<file path="config.mk">
export PLATFORM = sky130hd
export DESIGN_NAME = rfd_top
export DESIGN_NICKNAME = d
export VERILOG_FILES = /design/src/include/rfd_pkg.sv /design/src/rfd_top.sv /design/src/rfd_flag_decode.sv /design/src/rfd_resp_build.sv
export SDC_FILE = /design/constraint.sdc
export NUM_CORES = 1
export LEC_CHECK = 0
export BUFFER_PORTS_ARGS = -buffer_cell sky130_fd_sc_hd__buf_2
export CAP_MARGIN = 20
export CORE_ASPECT_RATIO = 1.75
export CORE_UTILIZATION = 45
export DETAILED_ROUTE_END_ITERATION = 12
export PLACE_DENSITY = 0.73
export SKIP_LAST_GASP = 1
export SYNTH_ARGS = -nofsm -noshare
export SYNTH_HDL_FRONTEND = slang
export SYNTH_SLANG_ARGS = --single-unit
</file>
<file path="constraint.sdc">
create_clock -name SYS_CLK -period 3.9 [get_ports SYS_CLK]
set_input_delay 0.39 -clock SYS_CLK [delete_from_list [all_inputs] [get_ports SYS_CLK]]
set_output_delay 0.39 -clock SYS_CLK [all_outputs]
set_load 0.005 [all_outputs]
</file>
<file path="src/include/rfd_pkg.sv">
// Package for the RF request flag decoder: offsets, fields, codes, types
//
// Summary of operation
// - Request order: SOF, flags, command, parameters and data, CRC, EOF.
// - Request flags are one byte; bits 5 to 8 are decoded together with bit 3.
// - Flag bit 3 picks selection meaning or inventory meaning for bits 5 to 8.
// - Flag bit 1 picks one subcarrier (0) or two subcarriers (1) for replies.
// - Flag bit 2 picks low (0) or high (1) reply data rate.
// - Selection mode: bit 5 set means only a Selected device executes.
// - Selection mode: bit 6 set means UID follows; only the matching device executes. The code compares only the first UID byte with own_uid_reg.
// - Inventory mode: bit 5 set means an application family byte follows and is parsed.
// - Inventory mode: bit 6 clear gives sixteen slots, set gives one slot.
// - Response order: SOF, flags, parameters and data, CRC, EOF.
// - Device sends a one-byte response flags field.
// - Response bit 1 flags an error; an error code byte then follows.
// - Unsupported option gives code 03h; unspecified error gives 0Fh.
// - Codes 10h unavailable, 11h already locked, 12h locked block write.
// - Codes 13h program fail, 14h lock fail, 15h read protected.
// - Error codes outside the defined set are never emitted.
package rfd_pkg;
  localparam logic [3:0] ADDR_CTRL = 4'h0;
  localparam logic [3:0] ADDR_FLAGS = 4'h4;
  localparam logic [3:0] ADDR_DECODE = 4'h8;
  localparam logic [3:0] ADDR_RESP = 4'hC;
  localparam logic [31:0] READ_UNMAPPED = 32'h0000_0000;

  localparam int BIT_SUBCARRIER = 0;
  localparam int BIT_DATA_RATE = 1;
  localparam int BIT_INVENTORY = 2;
  localparam int BIT_PROTO_EXT = 3;
  localparam int BIT_SEL5 = 4;
  localparam int BIT_SEL6 = 5;
  localparam int BIT_OPTION = 6;
  localparam int BIT_RESERVED = 7;

  localparam logic [7:0] ERR_OPTION = 8'h03;
  localparam logic [7:0] ERR_GENERIC = 8'h0F;
  localparam logic [7:0] ERR_NO_BLOCK = 8'h10;
  localparam logic [7:0] ERR_RELOCK = 8'h11;
  localparam logic [7:0] ERR_LOCKED_WR = 8'h12;
  localparam logic [7:0] ERR_PROG_FAIL = 8'h13;
  localparam logic [7:0] ERR_LOCK_FAIL = 8'h14;
  localparam logic [7:0] ERR_READ_PROT = 8'h15;
  localparam logic [7:0] RESP_FLAG_ERROR = 8'h01;
  localparam logic [7:0] RESP_FLAG_OK = 8'h00;
  localparam logic [4:0] SLOTS_MANY = 5'h10;
  localparam logic [4:0] SLOTS_ONE = 5'h01;
  localparam logic [7:0] BYTE_ZERO = 8'h00;

  typedef enum logic [2:0] {
    ERRK_NONE, ERRK_OPTION, ERRK_NO_BLOCK, ERRK_RELOCK,
    ERRK_LOCKED_WR, ERRK_PROG_FAIL, ERRK_LOCK_FAIL, ERRK_READ_PROT
  } rfd_err_kind_t;

  typedef struct packed {
    logic two_subcarriers;
    logic high_rate;
    logic inventory;
    logic select_only;
    logic uid_present;
    logic app_family_present;
    logic single_slot_select;
    logic option;
    logic [4:0] slot_total;
    logic format_error;
  } rfd_decode_t;

  typedef struct packed {
    logic [7:0] flags;
    logic [7:0] code;
    logic code_present;
  } rfd_resp_t;

  typedef enum logic [2:0] {
    FR_IDLE, FR_FLAGS, FR_CMD, FR_UID, FR_AFI, FR_BODY
  } rfd_frame_state_t;
endpackage

</file>
<file path="src/rfd_top.sv">
// Request flag decoder top: byte stream parse and Avalon-MM registers
//
// Decided for this implementation: the Avalon-MM interface to the registers and the register offsets.
`timescale 1ns/1ns
`default_nettype none
module rfd_top
  import rfd_pkg::*;
(
  input wire logic SYS_CLK,
  input wire logic SYS_RST,
  input wire logic [3:0] AVS_ADDRESS,
  input wire logic AVS_READ,
  input wire logic AVS_WRITE,
  input wire logic [31:0] AVS_WRITEDATA,
  input wire logic [3:0] AVS_BYTEENABLE,
  output logic [31:0] AVS_READDATA,
  output logic AVS_WAITREQUEST,
  input wire logic RX_SOF,
  input wire logic RX_BYTE_VALID,
  input wire logic [7:0] RX_BYTE,
  input wire logic RX_EOF,
  output logic REQ_DONE,
  output logic REQ_EXECUTE,
  output logic [7:0] REQ_CMD,
  output logic [7:0] REQ_AFI,
  output logic TX_TWO_SUBCARRIERS,
  output logic TX_HIGH_RATE,
  output logic [7:0] TX_RESP_FLAGS,
  output logic [7:0] TX_ERR_CODE,
  output logic TX_ERR_PRESENT
);
  // Registers
  logic [2:0] err_kind_reg;
  logic selected_reg;
  logic generic_reg;
  logic [7:0] own_uid_reg;
  logic [7:0] flags_reg;
  logic [7:0] cmd_reg;
  logic [7:0] afi_reg;
  logic uid_match_reg;
  logic [3:0] uid_cnt_reg;
  logic done_reg;
  logic exec_reg;
  logic [31:0] rdata_reg;
  logic ack_reg;
  rfd_frame_state_t state_reg;
  rfd_frame_state_t state_next;

  rfd_decode_t dec;
  rfd_resp_t resp;

  rfd_flag_decode u_dec (
    .flags(flags_reg),
    .dec(dec)
  );

  rfd_resp_build u_resp (
    .err_kind(err_kind_reg),
    .resp(resp)
  );

  // Bus decode
  wire req = AVS_READ | AVS_WRITE;
  // Writes land at the edge where waitrequest is low
  wire wr_ctrl = AVS_WRITE & ack_reg & (AVS_ADDRESS == ADDR_CTRL) & AVS_BYTEENABLE[0];
  wire wr_uid = AVS_WRITE & ack_reg & (AVS_ADDRESS == ADDR_CTRL) & AVS_BYTEENABLE[1];
  wire [31:0] ctrl_word = {16'h0000, own_uid_reg, 3'h0, generic_reg, selected_reg, err_kind_reg};
  wire [31:0] rd_mux = (AVS_ADDRESS == ADDR_CTRL) ? ctrl_word :
    (AVS_ADDRESS == ADDR_FLAGS) ? {8'h00, afi_reg, cmd_reg, flags_reg} :
    (AVS_ADDRESS == ADDR_DECODE) ? {18'h00000, dec} :
    (AVS_ADDRESS == ADDR_RESP) ? {15'h0000, resp} : READ_UNMAPPED;
  assign AVS_WAITREQUEST = req & ~ack_reg;
  assign AVS_READDATA = rdata_reg;

  // Frame parse: flags, command, then optional UID or family byte
  wire uid_byte_last = (uid_cnt_reg == 4'h7);
  always_comb begin
    state_next = state_reg;
    case (state_reg)
      FR_IDLE: if (RX_SOF) state_next = FR_FLAGS;
      FR_FLAGS: if (RX_BYTE_VALID) state_next = FR_CMD;
      FR_CMD: if (RX_BYTE_VALID) begin
        if (dec.uid_present) state_next = FR_UID;
        else if (dec.app_family_present) state_next = FR_AFI;
        else state_next = FR_BODY;
      end
      FR_UID: if (RX_BYTE_VALID & uid_byte_last) state_next = FR_BODY;
      FR_AFI: if (RX_BYTE_VALID) state_next = FR_BODY;
      FR_BODY: state_next = FR_BODY;
      default: state_next = FR_IDLE;
    endcase
    if (RX_EOF) state_next = FR_IDLE;
    if (RX_SOF) state_next = FR_FLAGS;
  end

  // Execution filter
  wire exec_ok = ~dec.format_error & (~dec.select_only | selected_reg) & (~dec.uid_present | uid_match_reg);
  wire uid_ok = (RX_BYTE == own_uid_reg) | (uid_cnt_reg != 4'h0);

  always_ff @(posedge SYS_CLK) begin
    if (SYS_RST) begin
      state_reg <= FR_IDLE;
      flags_reg <= BYTE_ZERO;
      cmd_reg <= BYTE_ZERO;
      afi_reg <= BYTE_ZERO;
      uid_cnt_reg <= 4'h0;
      uid_match_reg <= 1'b0;
      done_reg <= 1'b0;
      exec_reg <= 1'b0;
    end else begin
      state_reg <= state_next;
      done_reg <= RX_EOF & (state_reg != FR_IDLE) & (state_reg != FR_FLAGS);
      exec_reg <= RX_EOF & (state_reg != FR_IDLE) & (state_reg != FR_FLAGS) & exec_ok;
      if (state_reg == FR_FLAGS && RX_BYTE_VALID) begin
        flags_reg <= RX_BYTE;
        uid_cnt_reg <= 4'h0;
        uid_match_reg <= 1'b1;
      end
      if (state_reg == FR_CMD && RX_BYTE_VALID) cmd_reg <= RX_BYTE;
      if (state_reg == FR_AFI && RX_BYTE_VALID) afi_reg <= RX_BYTE;
      if (state_reg == FR_UID && RX_BYTE_VALID) begin
        uid_cnt_reg <= uid_cnt_reg + 4'h1;
        uid_match_reg <= uid_match_reg & uid_ok;
      end
    end
  end

  always_ff @(posedge SYS_CLK) begin
    if (SYS_RST) begin
      err_kind_reg <= ERRK_NONE;
      selected_reg <= 1'b0;
      generic_reg <= 1'b0;
      own_uid_reg <= BYTE_ZERO;
      rdata_reg <= READ_UNMAPPED;
      ack_reg <= 1'b0;
    end else begin
      ack_reg <= req & ~ack_reg;
      if (AVS_READ & ~ack_reg) rdata_reg <= rd_mux;
      if (wr_ctrl) begin
        err_kind_reg <= AVS_WRITEDATA[2:0];
        selected_reg <= AVS_WRITEDATA[3];
        generic_reg <= AVS_WRITEDATA[4];
      end
      if (wr_uid) own_uid_reg <= AVS_WRITEDATA[15:8];
    end
  end

  // Generic error overrides the selected kind
  wire [7:0] flags_out = generic_reg ? RESP_FLAG_ERROR : resp.flags;
  wire [7:0] code_out = generic_reg ? ERR_GENERIC : resp.code;
  wire present_out = generic_reg | resp.code_present;

  // Outputs
  always_ff @(posedge SYS_CLK) begin
    if (SYS_RST) begin
      TX_TWO_SUBCARRIERS <= 1'b0;
      TX_HIGH_RATE <= 1'b0;
      TX_RESP_FLAGS <= RESP_FLAG_OK;
      TX_ERR_CODE <= BYTE_ZERO;
      TX_ERR_PRESENT <= 1'b0;
    end else begin
      TX_TWO_SUBCARRIERS <= dec.two_subcarriers;
      TX_HIGH_RATE <= dec.high_rate;
      TX_RESP_FLAGS <= flags_out;
      TX_ERR_CODE <= code_out;
      TX_ERR_PRESENT <= present_out;
    end
  end

  assign REQ_DONE = done_reg;
  assign REQ_EXECUTE = exec_reg;
  assign REQ_CMD = cmd_reg;
  assign REQ_AFI = afi_reg;
endmodule
`default_nettype wire

</file>
<file path="src/rfd_flag_decode.sv">
// Combinational decode of the request flags byte
`timescale 1ns/1ns
`default_nettype none
module rfd_flag_decode
  import rfd_pkg::*;
(
  input wire logic [7:0] flags,
  output rfd_decode_t dec
);
  wire inv = flags[BIT_INVENTORY];
  wire fmt_err = flags[BIT_PROTO_EXT] | flags[BIT_RESERVED] | (inv & flags[BIT_OPTION]);

  assign dec.two_subcarriers = flags[BIT_SUBCARRIER];
  assign dec.high_rate = flags[BIT_DATA_RATE];
  assign dec.inventory = inv;
  assign dec.select_only = ~inv & flags[BIT_SEL5];
  assign dec.uid_present = ~inv & flags[BIT_SEL6] & ~flags[BIT_SEL5];
  assign dec.app_family_present = inv & flags[BIT_SEL5];
  assign dec.single_slot_select = inv & flags[BIT_SEL6];
  assign dec.option = ~inv & flags[BIT_OPTION];
  assign dec.slot_total = (inv & ~flags[BIT_SEL6]) ? SLOTS_MANY : SLOTS_ONE;
  assign dec.format_error = fmt_err | (~inv & flags[BIT_SEL5] & flags[BIT_SEL6]);
endmodule
`default_nettype wire

</file>
<file path="src/rfd_resp_build.sv">
// Builds response flags byte and error code
`timescale 1ns/1ns
`default_nettype none
module rfd_resp_build
  import rfd_pkg::*;
(
  input wire logic [2:0] err_kind,
  output rfd_resp_t resp
);
  function automatic logic [7:0] err_code(input logic [2:0] k);
    case (k)
      ERRK_OPTION: err_code = ERR_OPTION;
      ERRK_NO_BLOCK: err_code = ERR_NO_BLOCK;
      ERRK_RELOCK: err_code = ERR_RELOCK;
      ERRK_LOCKED_WR: err_code = ERR_LOCKED_WR;
      ERRK_PROG_FAIL: err_code = ERR_PROG_FAIL;
      ERRK_LOCK_FAIL: err_code = ERR_LOCK_FAIL;
      ERRK_READ_PROT: err_code = ERR_READ_PROT;
      default: err_code = BYTE_ZERO;
    endcase
  endfunction

  wire is_err = (err_kind != ERRK_NONE);
  assign resp.flags = is_err ? RESP_FLAG_ERROR : RESP_FLAG_OK;
  assign resp.code = err_code(err_kind);
  assign resp.code_present = is_err;
endmodule
`default_nettype wire

</file>
==> results.toml, run 1 <==
[run_status]
outcome = "finished clean"

[sta]
setup_viol = 0
finalCritPeriodShare_pct = 49.3
rsz0062_at_grt = "false"
slew_viol_final = 0
min_period_ns = 1.92
fin_ws_ns = 1.98
hold_viol = 0
relSlewSlack_pct = 35.3
max_freq_ghz = 0.520
hold_slack_ns = 0.289
finalSetupTns_ns = 0
finalClockSkew_ns = 0.00652
tightestPinTransition_ns = 0.965

[critical_path]
crit_arrival_ns = 2.20
crit_fanout = 30
reg2regPathDepth = 5
critPathCaptureType = "register"
r2r-end = "AVS_READDATA[16]$_SDFFE_PP0P_"
path_class = "register to register"
timing.rr.start = "ack_reg$_SDFF_PP0_"
rrSetupSlack_ns = 1.98
crit_path_start_kind = "register"
critPathRequiredTime_ns = 4.17

[routing]
via_per_inst = 5.53
first_iter_violations = 187
detail-route-antenna-nets = 0
drc = 0
wirelength_um = 8940
first_pass_iters = 4
drt-wirelength-per-cell_um = 15.5
vias = 3188

[logic_synthesis]
yosysSeqAreaShare_pct = 45.2
ys_ff_latch = 80
synth_top_area_cell = "dfxtp_1"
ys.flop_type = "dfxtp_1"
async_flop_share_pct = 0
synth_edf_count = 0
yosys.cell_types.count = 48
yosys-top-cells-area = "dfxtp_1 45%, mux2i_1 8.2%, nor2_1 6.3%"
syn_avg_cell_area_um2 = 8.68
netlist_area_mm2 = 0.00354
netlist.area_leader.share_pct = 45.2
synth_warnings = 0
syn_inst = 408

[global_route]
grt_overflow_total = 0
grt_max_degree = 57
grt_pass1_wl_um = 14200
grt_pass1_vias = 2942
grtUsageTotal_pct = 22.0
grt_antenna_before_repair = 0

[clocking]
root_buffer = "clkbuf_16"
htreeDepth = 3
clk_path_buf_depth = 2
cts_made_buffers = 9
holdBufCountCts = 0
cts_sinks = 80
cts_tree = "yes"
path_clk_slew_ns = 0.06
cts_resized = 0
post_cts_buffers = 0
insertion_delay_ns = 0.34

[power]
switching_share_pct = 24.8
power_frac_seq_pct = 47.7
ir_worst_vdd_uv = 283
power.internal_mw = 1.32
p_clk_share_pct = 45.8
switchingPower_mw = 0.437
power.density_mw_per_mm2 = 417
p_leak_nw = 1.84
pwr-share-comb_pct = 6.6

[die]
rows = 42
dieHeight_um = 119
core_mm2 = 0.00757
fp.dieArea_mm2 = 0.00824
initial_core_util_pct = 46.8
io_pins = 125
die_x_um = 69.0

[placed_design]
place_hpwl_um = 6400
post-place-cells = 561
pre_cts_slack_ns = 1.89
place_area_mm2 = 0.00393
io_buffers = 85
globalplace.congestion = 0.851

[min_path]
hold_end = "own_uid_reg[1]$_SDFFE_PP0P_"
hp-start = "AVS_WRITEDATA[9]"
hp-class = "primary input to register"
hold_path_depth = 3

[final_layout]
largest_reg_flops = 24
finalNonFillerCells = 577
fin_area_mm2 = 0.00422
drive_above_1_share_pct = 22.9
syn2layout_area_growth_pct = 19.2
num-nets-final = 541
num_antenna_cells = 0

[job]
drv_cap = 0
-- area by class of cell --
class	instances	area, um2
fill	713	3350
inverter	10	37.5
clock buffer	10	239
sequential	80	1600
clock inverter	6	52.6
tap	88	110
timing repair buffer	87	440
multi-input combinational	296	1740
-- worst max path at each step --
| stage | startpoint | to |
|---|---|---|
| 2_1_floorplan | AVS_ADDRESS[1] | err_kind_reg[0]$_SDFFE_PP0P_ |
| 3_3_place_gp | AVS_ADDRESS[2] | AVS_READDATA[18]$_SDFFE_PP0P_ |
| 3_5_place_dp | AVS_ADDRESS[2] | AVS_READDATA[18]$_SDFFE_PP0P_ |
| 4_1_cts | ack_reg$_SDFF_PP0_ | AVS_READDATA[16]$_SDFFE_PP0P_ |
| 5_1_grt | ack_reg$_SDFF_PP0_ | AVS_READDATA[18]$_SDFFE_PP0P_ |
| 6_report | ack_reg$_SDFF_PP0_ | AVS_READDATA[16]$_SDFFE_PP0P_ |
-- through the flow --
step	power [mW]	utilization [%]
after floorplan	0.936	-
after global placement	0.970	51.9
after detailed placement	0.971	51.9
after CTS	1.77	55.8
after global routing	1.82	55.8
final	1.76	55.8
-- per-layer routing --
metal | vias to the layer above | track usage, % | wire length, um
li1 | 1533 | - | -
met1 | 1484 | 23.8 | 3440
met2 | 136 | 37.1 | 4510
met3 | 35 | 5.16 | 507
met4 | 0 | 15.4 | 476
met5 | - | 0 | 0
-- layout by cell type (no fill, tap or decap), drive strengths merged, types with 2 or more instances in the layout --
cell / instances
a31oi: 2
nor3: 12
o22ai: 5
nand3: 5
conb: 18
mux2i: 29
nand3b: 3
nand4: 6
nor3b: 3
a21oi: 33
or3: 2
a211oi: 5
nand2b: 5
dfxtp: 80
a32oi: 3
buf: 87
ha: 2
nor2b: 8
nor2: 59
o2bb2ai: 2
nor4: 5
xor2: 8
o21ai: 11
clkinv: 3
a22oi: 12
clkbuf: 10
nand2: 46
inv: 11
clkinvlp: 2
-- synthesized netlist by cell type (2+ instances only) --
cell / number
o22ai_1: 5
nand3b_1: 3
a31oi_1: 2
ha_1: 2
nand2_1: 46
mux2i_1: 29
a21oi_1: 33
nor3b_1: 2
o2bb2ai_1: 2
buf_2: 6
clkbuf_1: 13
a211oi_1: 5
xor2_1: 8
inv_1: 9
a32oi_1: 3
nor2b_1: 8
nor3_2: 2
buf_4: 19
dfxtp_1: 80
nand2b_1: 5
nor2_1: 59
nor4_1: 3
nand4_1: 4
nand3_1: 5
nor3_1: 10
o21ai_0: 11
a22oi_1: 12
or3_1: 2
-- critical path, stage by stage, from the launching register on --
cell and delay, ns:
dfxtp_1 0.38, nand2b_1 0.18, buf_4 0.23, nor4_2 0.77, a22oi_1 0.15, nor2_1 0.14
-- power by group through the flow --
stage	Clock [mW]	Sequential, mW	Combinational (mW)
after global routing	0.850	0.841	0.127
after CTS	0.817	0.839	0.115
final	0.806	0.839	0.116
after floorplan	0	0.853	0.0837
after global placement	0	0.857	0.113
after detailed placement	0	0.857	0.114
-- cell families (layout without fill, tap and decap cells) --
group	count (synthesis)	count (layout)	synth area share [%]
AND/OR/NAND/NOR	157	157	21.7
AO/OA/AOI/OAI	81	81	14.3
flip-flops	80	80	45.2
buffers and inverters	49	113	7.42
multiplexers	30	30	8.52
XOR/XNOR	8	8	1.98
adder cells (fa/ha/maj)	2	2	0.707
other	1	18	0.106
Power figures use the tool's default switching activity.
==> run 2: changes to the inputs <==
==> constraint.sdc (replaced) <==
create_clock -name SYS_CLK -period 2 [get_ports SYS_CLK]
set_input_delay 0.2 -clock SYS_CLK [delete_from_list [all_inputs] [get_ports SYS_CLK]]
set_output_delay 0.2 -clock SYS_CLK [all_outputs]
set_load 0.005 [all_outputs]
==> run 2 against run 1 <==
  * First-iteration DRC count rose by 40%
  * Worst hold slack got worse by 0.20 ns
  * Non-clock buffer count rose by 11
  * Clock power rose by 110%
  * Sequential cell count did not move
  * Sequential power rose by 95%
  * Combinational power rose by 110%
  * Sequential share of layout area fell by 0.90 points
  * Critical endpoint is now AVS_READDATA[23]$_SDFFE_PP0P_
==> results.toml, run 2 (synthesis results as in run 1) <==
[critical_path]
crit_path_end = "AVS_READDATA[23]$_SDFFE_PP0P_"
critPathCaptureType = "register"
critPathSlowestCell = "nor4_2"
rrSetupSlack_ns = 0.26
cp.depth = 4
crit_path_start_kind = "register"
crit_start = "ack_reg$_SDFF_PP0_"
critPathRequiredTime_ns = 2.27
path_class = "register to register"
worstPathBufferInverterCount = 0
crit_chain = "nand2b_1 > nor4_2 > a22oi_1 > nor2_1"
slowest_delay_ns = 0.73
timing.rr.start = "ack_reg$_SDFF_PP0_"
reg2regPathDepth = 4
r2r-end = "AVS_READDATA[23]$_SDFFE_PP0P_"
crit_fanout = 8
crit_family = "simple AND/OR/NAND/NOR gates"
crit_arrival_ns = 2.01

[routing]
drt-met1-wl_um = 3500
drt-wirelength-per-cell_um = 15.5
vias = 3205
met2WireLength_um = 4700
via_per_inst = 5.46
dr_wl_met3_um = 476
detail-route-antenna-nets = 0
routed.top_layer = "met4"
first_iter_violations = 262
first_pass_iters = 5
drc = 0
wirelength_um = 9080

[placed_design]
globalplace.congestion = 0.841
pre_cts_slack_ns = 0.270
io_buffers = 85
place_hpwl_um = 6770

[final_layout]
most-common-layout-cells = "85 x buf_2, 80 x dfxtp_1, 59 x nor2_1"
post-route-util_pct = 57.1
drive_above_1_share_pct = 24.2
nFillCells = 714
num_antenna_cells = 0
syn2layout_area_growth_pct = 22.1
layout_commonest_cell = "buf_2"
largest_reg_flops = 24
num-nets-final = 552

[power]
pwr-share-comb_pct = 6.7
switching_share_pct = 22.2
finalPower_mw = 3.59
p_leak_nw = 1.91
p_clk_share_pct = 47.6
power.internal_mw = 2.79
ir_worst_vdd_uv = 640
switchingPower_mw = 0.796
power_frac_seq_pct = 45.6
power.density_mw_per_mm2 = 829

[clocking]
clk_path_buf_depth = 2
post_cts_buffers = 0
htreeDepth = 3
cts_tree = "yes"
cts_made_buffers = 9
holdBufCountCts = 0
path_clk_slew_ns = 0.06
cts_sinks = 80
root_buffer = "clkbuf_16"
cts_resized = 0
insertion_delay_ns = 0.34

[sta]
min_period_ns = 1.74
max_freq_ghz = 0.575
finalClockSkew_ns = 0.00745
rsz0062_at_grt = "false"
hold_viol = 0
tightestPinTransition_ns = 0.825
slew_viol_final = 0
relSlewSlack_pct = 44.5
setup_viol = 0
finalCritPeriodShare_pct = 86.9
finalSetupTns_ns = 0
fin_ws_ns = 0.262

[die]
die_x_um = 69.0
io_pins = 125
fp.dieArea_mm2 = 0.00824
dieHeight_um = 119
initial_core_util_pct = 46.8
core_mm2 = 0.00757
rows = 42

[min_path]
hold_path_depth = 3
hp-class = "primary input to register"

[global_route]
grtUsageTotal_pct = 23.1
grt_pass1_wl_um = 15000
grt_max_degree = 32
grt_pass1_vias = 3094
grt_overflow_total = 0
grt_antenna_before_repair = 0

[job]
drv_cap = 0

[run_status]
outcome = "finished clean"
[run 2: cell count changes in the layout (fill, tap and decap cells not counted)]
| cell | previous run | this run |
|---|---|---|
| clkinvlp_4 | 2 | 0 |
| clkbuf_8 | 1 | 0 |
| bufinv_16 | 0 | 2 |
| inv_8 | 1 | 0 |
| inv_6 | 1 | 0 |
| clkbuf_1 | 0 | 1 |
| buf_4 | 2 | 13 |
| clkinv_2 | 0 | 1 |
[run 2: worst min path at each step]
stage	from	endpoint
2_1_floorplan	RX_BYTE_VALID	state_reg[1]$_SDFFE_PP0P_
3_3_place_gp	AVS_WRITEDATA[10]	own_uid_reg[2]$_SDFFE_PP0P_
3_5_place_dp	AVS_WRITEDATA[0]	err_kind_reg[0]$_SDFFE_PP0P_
4_1_cts	AVS_WRITEDATA[10]	own_uid_reg[2]$_SDFFE_PP0P_
5_1_grt	AVS_WRITEDATA[0]	err_kind_reg[0]$_SDFFE_PP0P_
6_report	AVS_WRITEDATA[10]	own_uid_reg[2]$_SDFFE_PP0P_
[run 2: through the flow]
stage	hold slack, ns	cells	instance area, um2
3_5_place_dp	0.437	572	4010
3_3_place_gp	0.430	572	4010
4_1_cts	0.0870	587	4320
5_1_grt	0.0880	587	4320
6_report	0.0921	587	4320
2_1_floorplan	0.312	425	3600
[run 2: area by class of cell]
type,count,area [um2],area share [%]
clock buffer,10,229,5.30
clock inverter,5,82.6,1.91
inverter,10,37.5,0.868
multi-input combinational,296,1740,40.2
sequential,80,1600,37.0
tap,88,110,2.55
timing repair buffer,98,523,12.1
[run 2: metal layers]
metal,GRT usage [%],vias to the layer above
met4,15.1,0
li1,-,1561
met3,5.41,28
met1,26.1,1491
met5,0,-
met2,38.2,125
[run 2: worst reg2reg max path, delay by kind of cell (launching register included)]
family / cells / cell delay (ns)
DFF: 1 / 0.38
and+or+nand+nor: 3 / 1.15
AOI/OAI and AO/OA: 1 / 0.15
[run 2: power groups by stage]
stage	registers [mW]	logic [mW]	clock network [mW]
2_1_floorplan	1.66	0.163	0
3_3_place_gp	1.67	0.235	0
3_5_place_dp	1.67	0.239	0
4_1_cts	1.64	0.240	1.74
5_1_grt	1.64	0.268	1.80
6_report	1.64	0.241	1.71
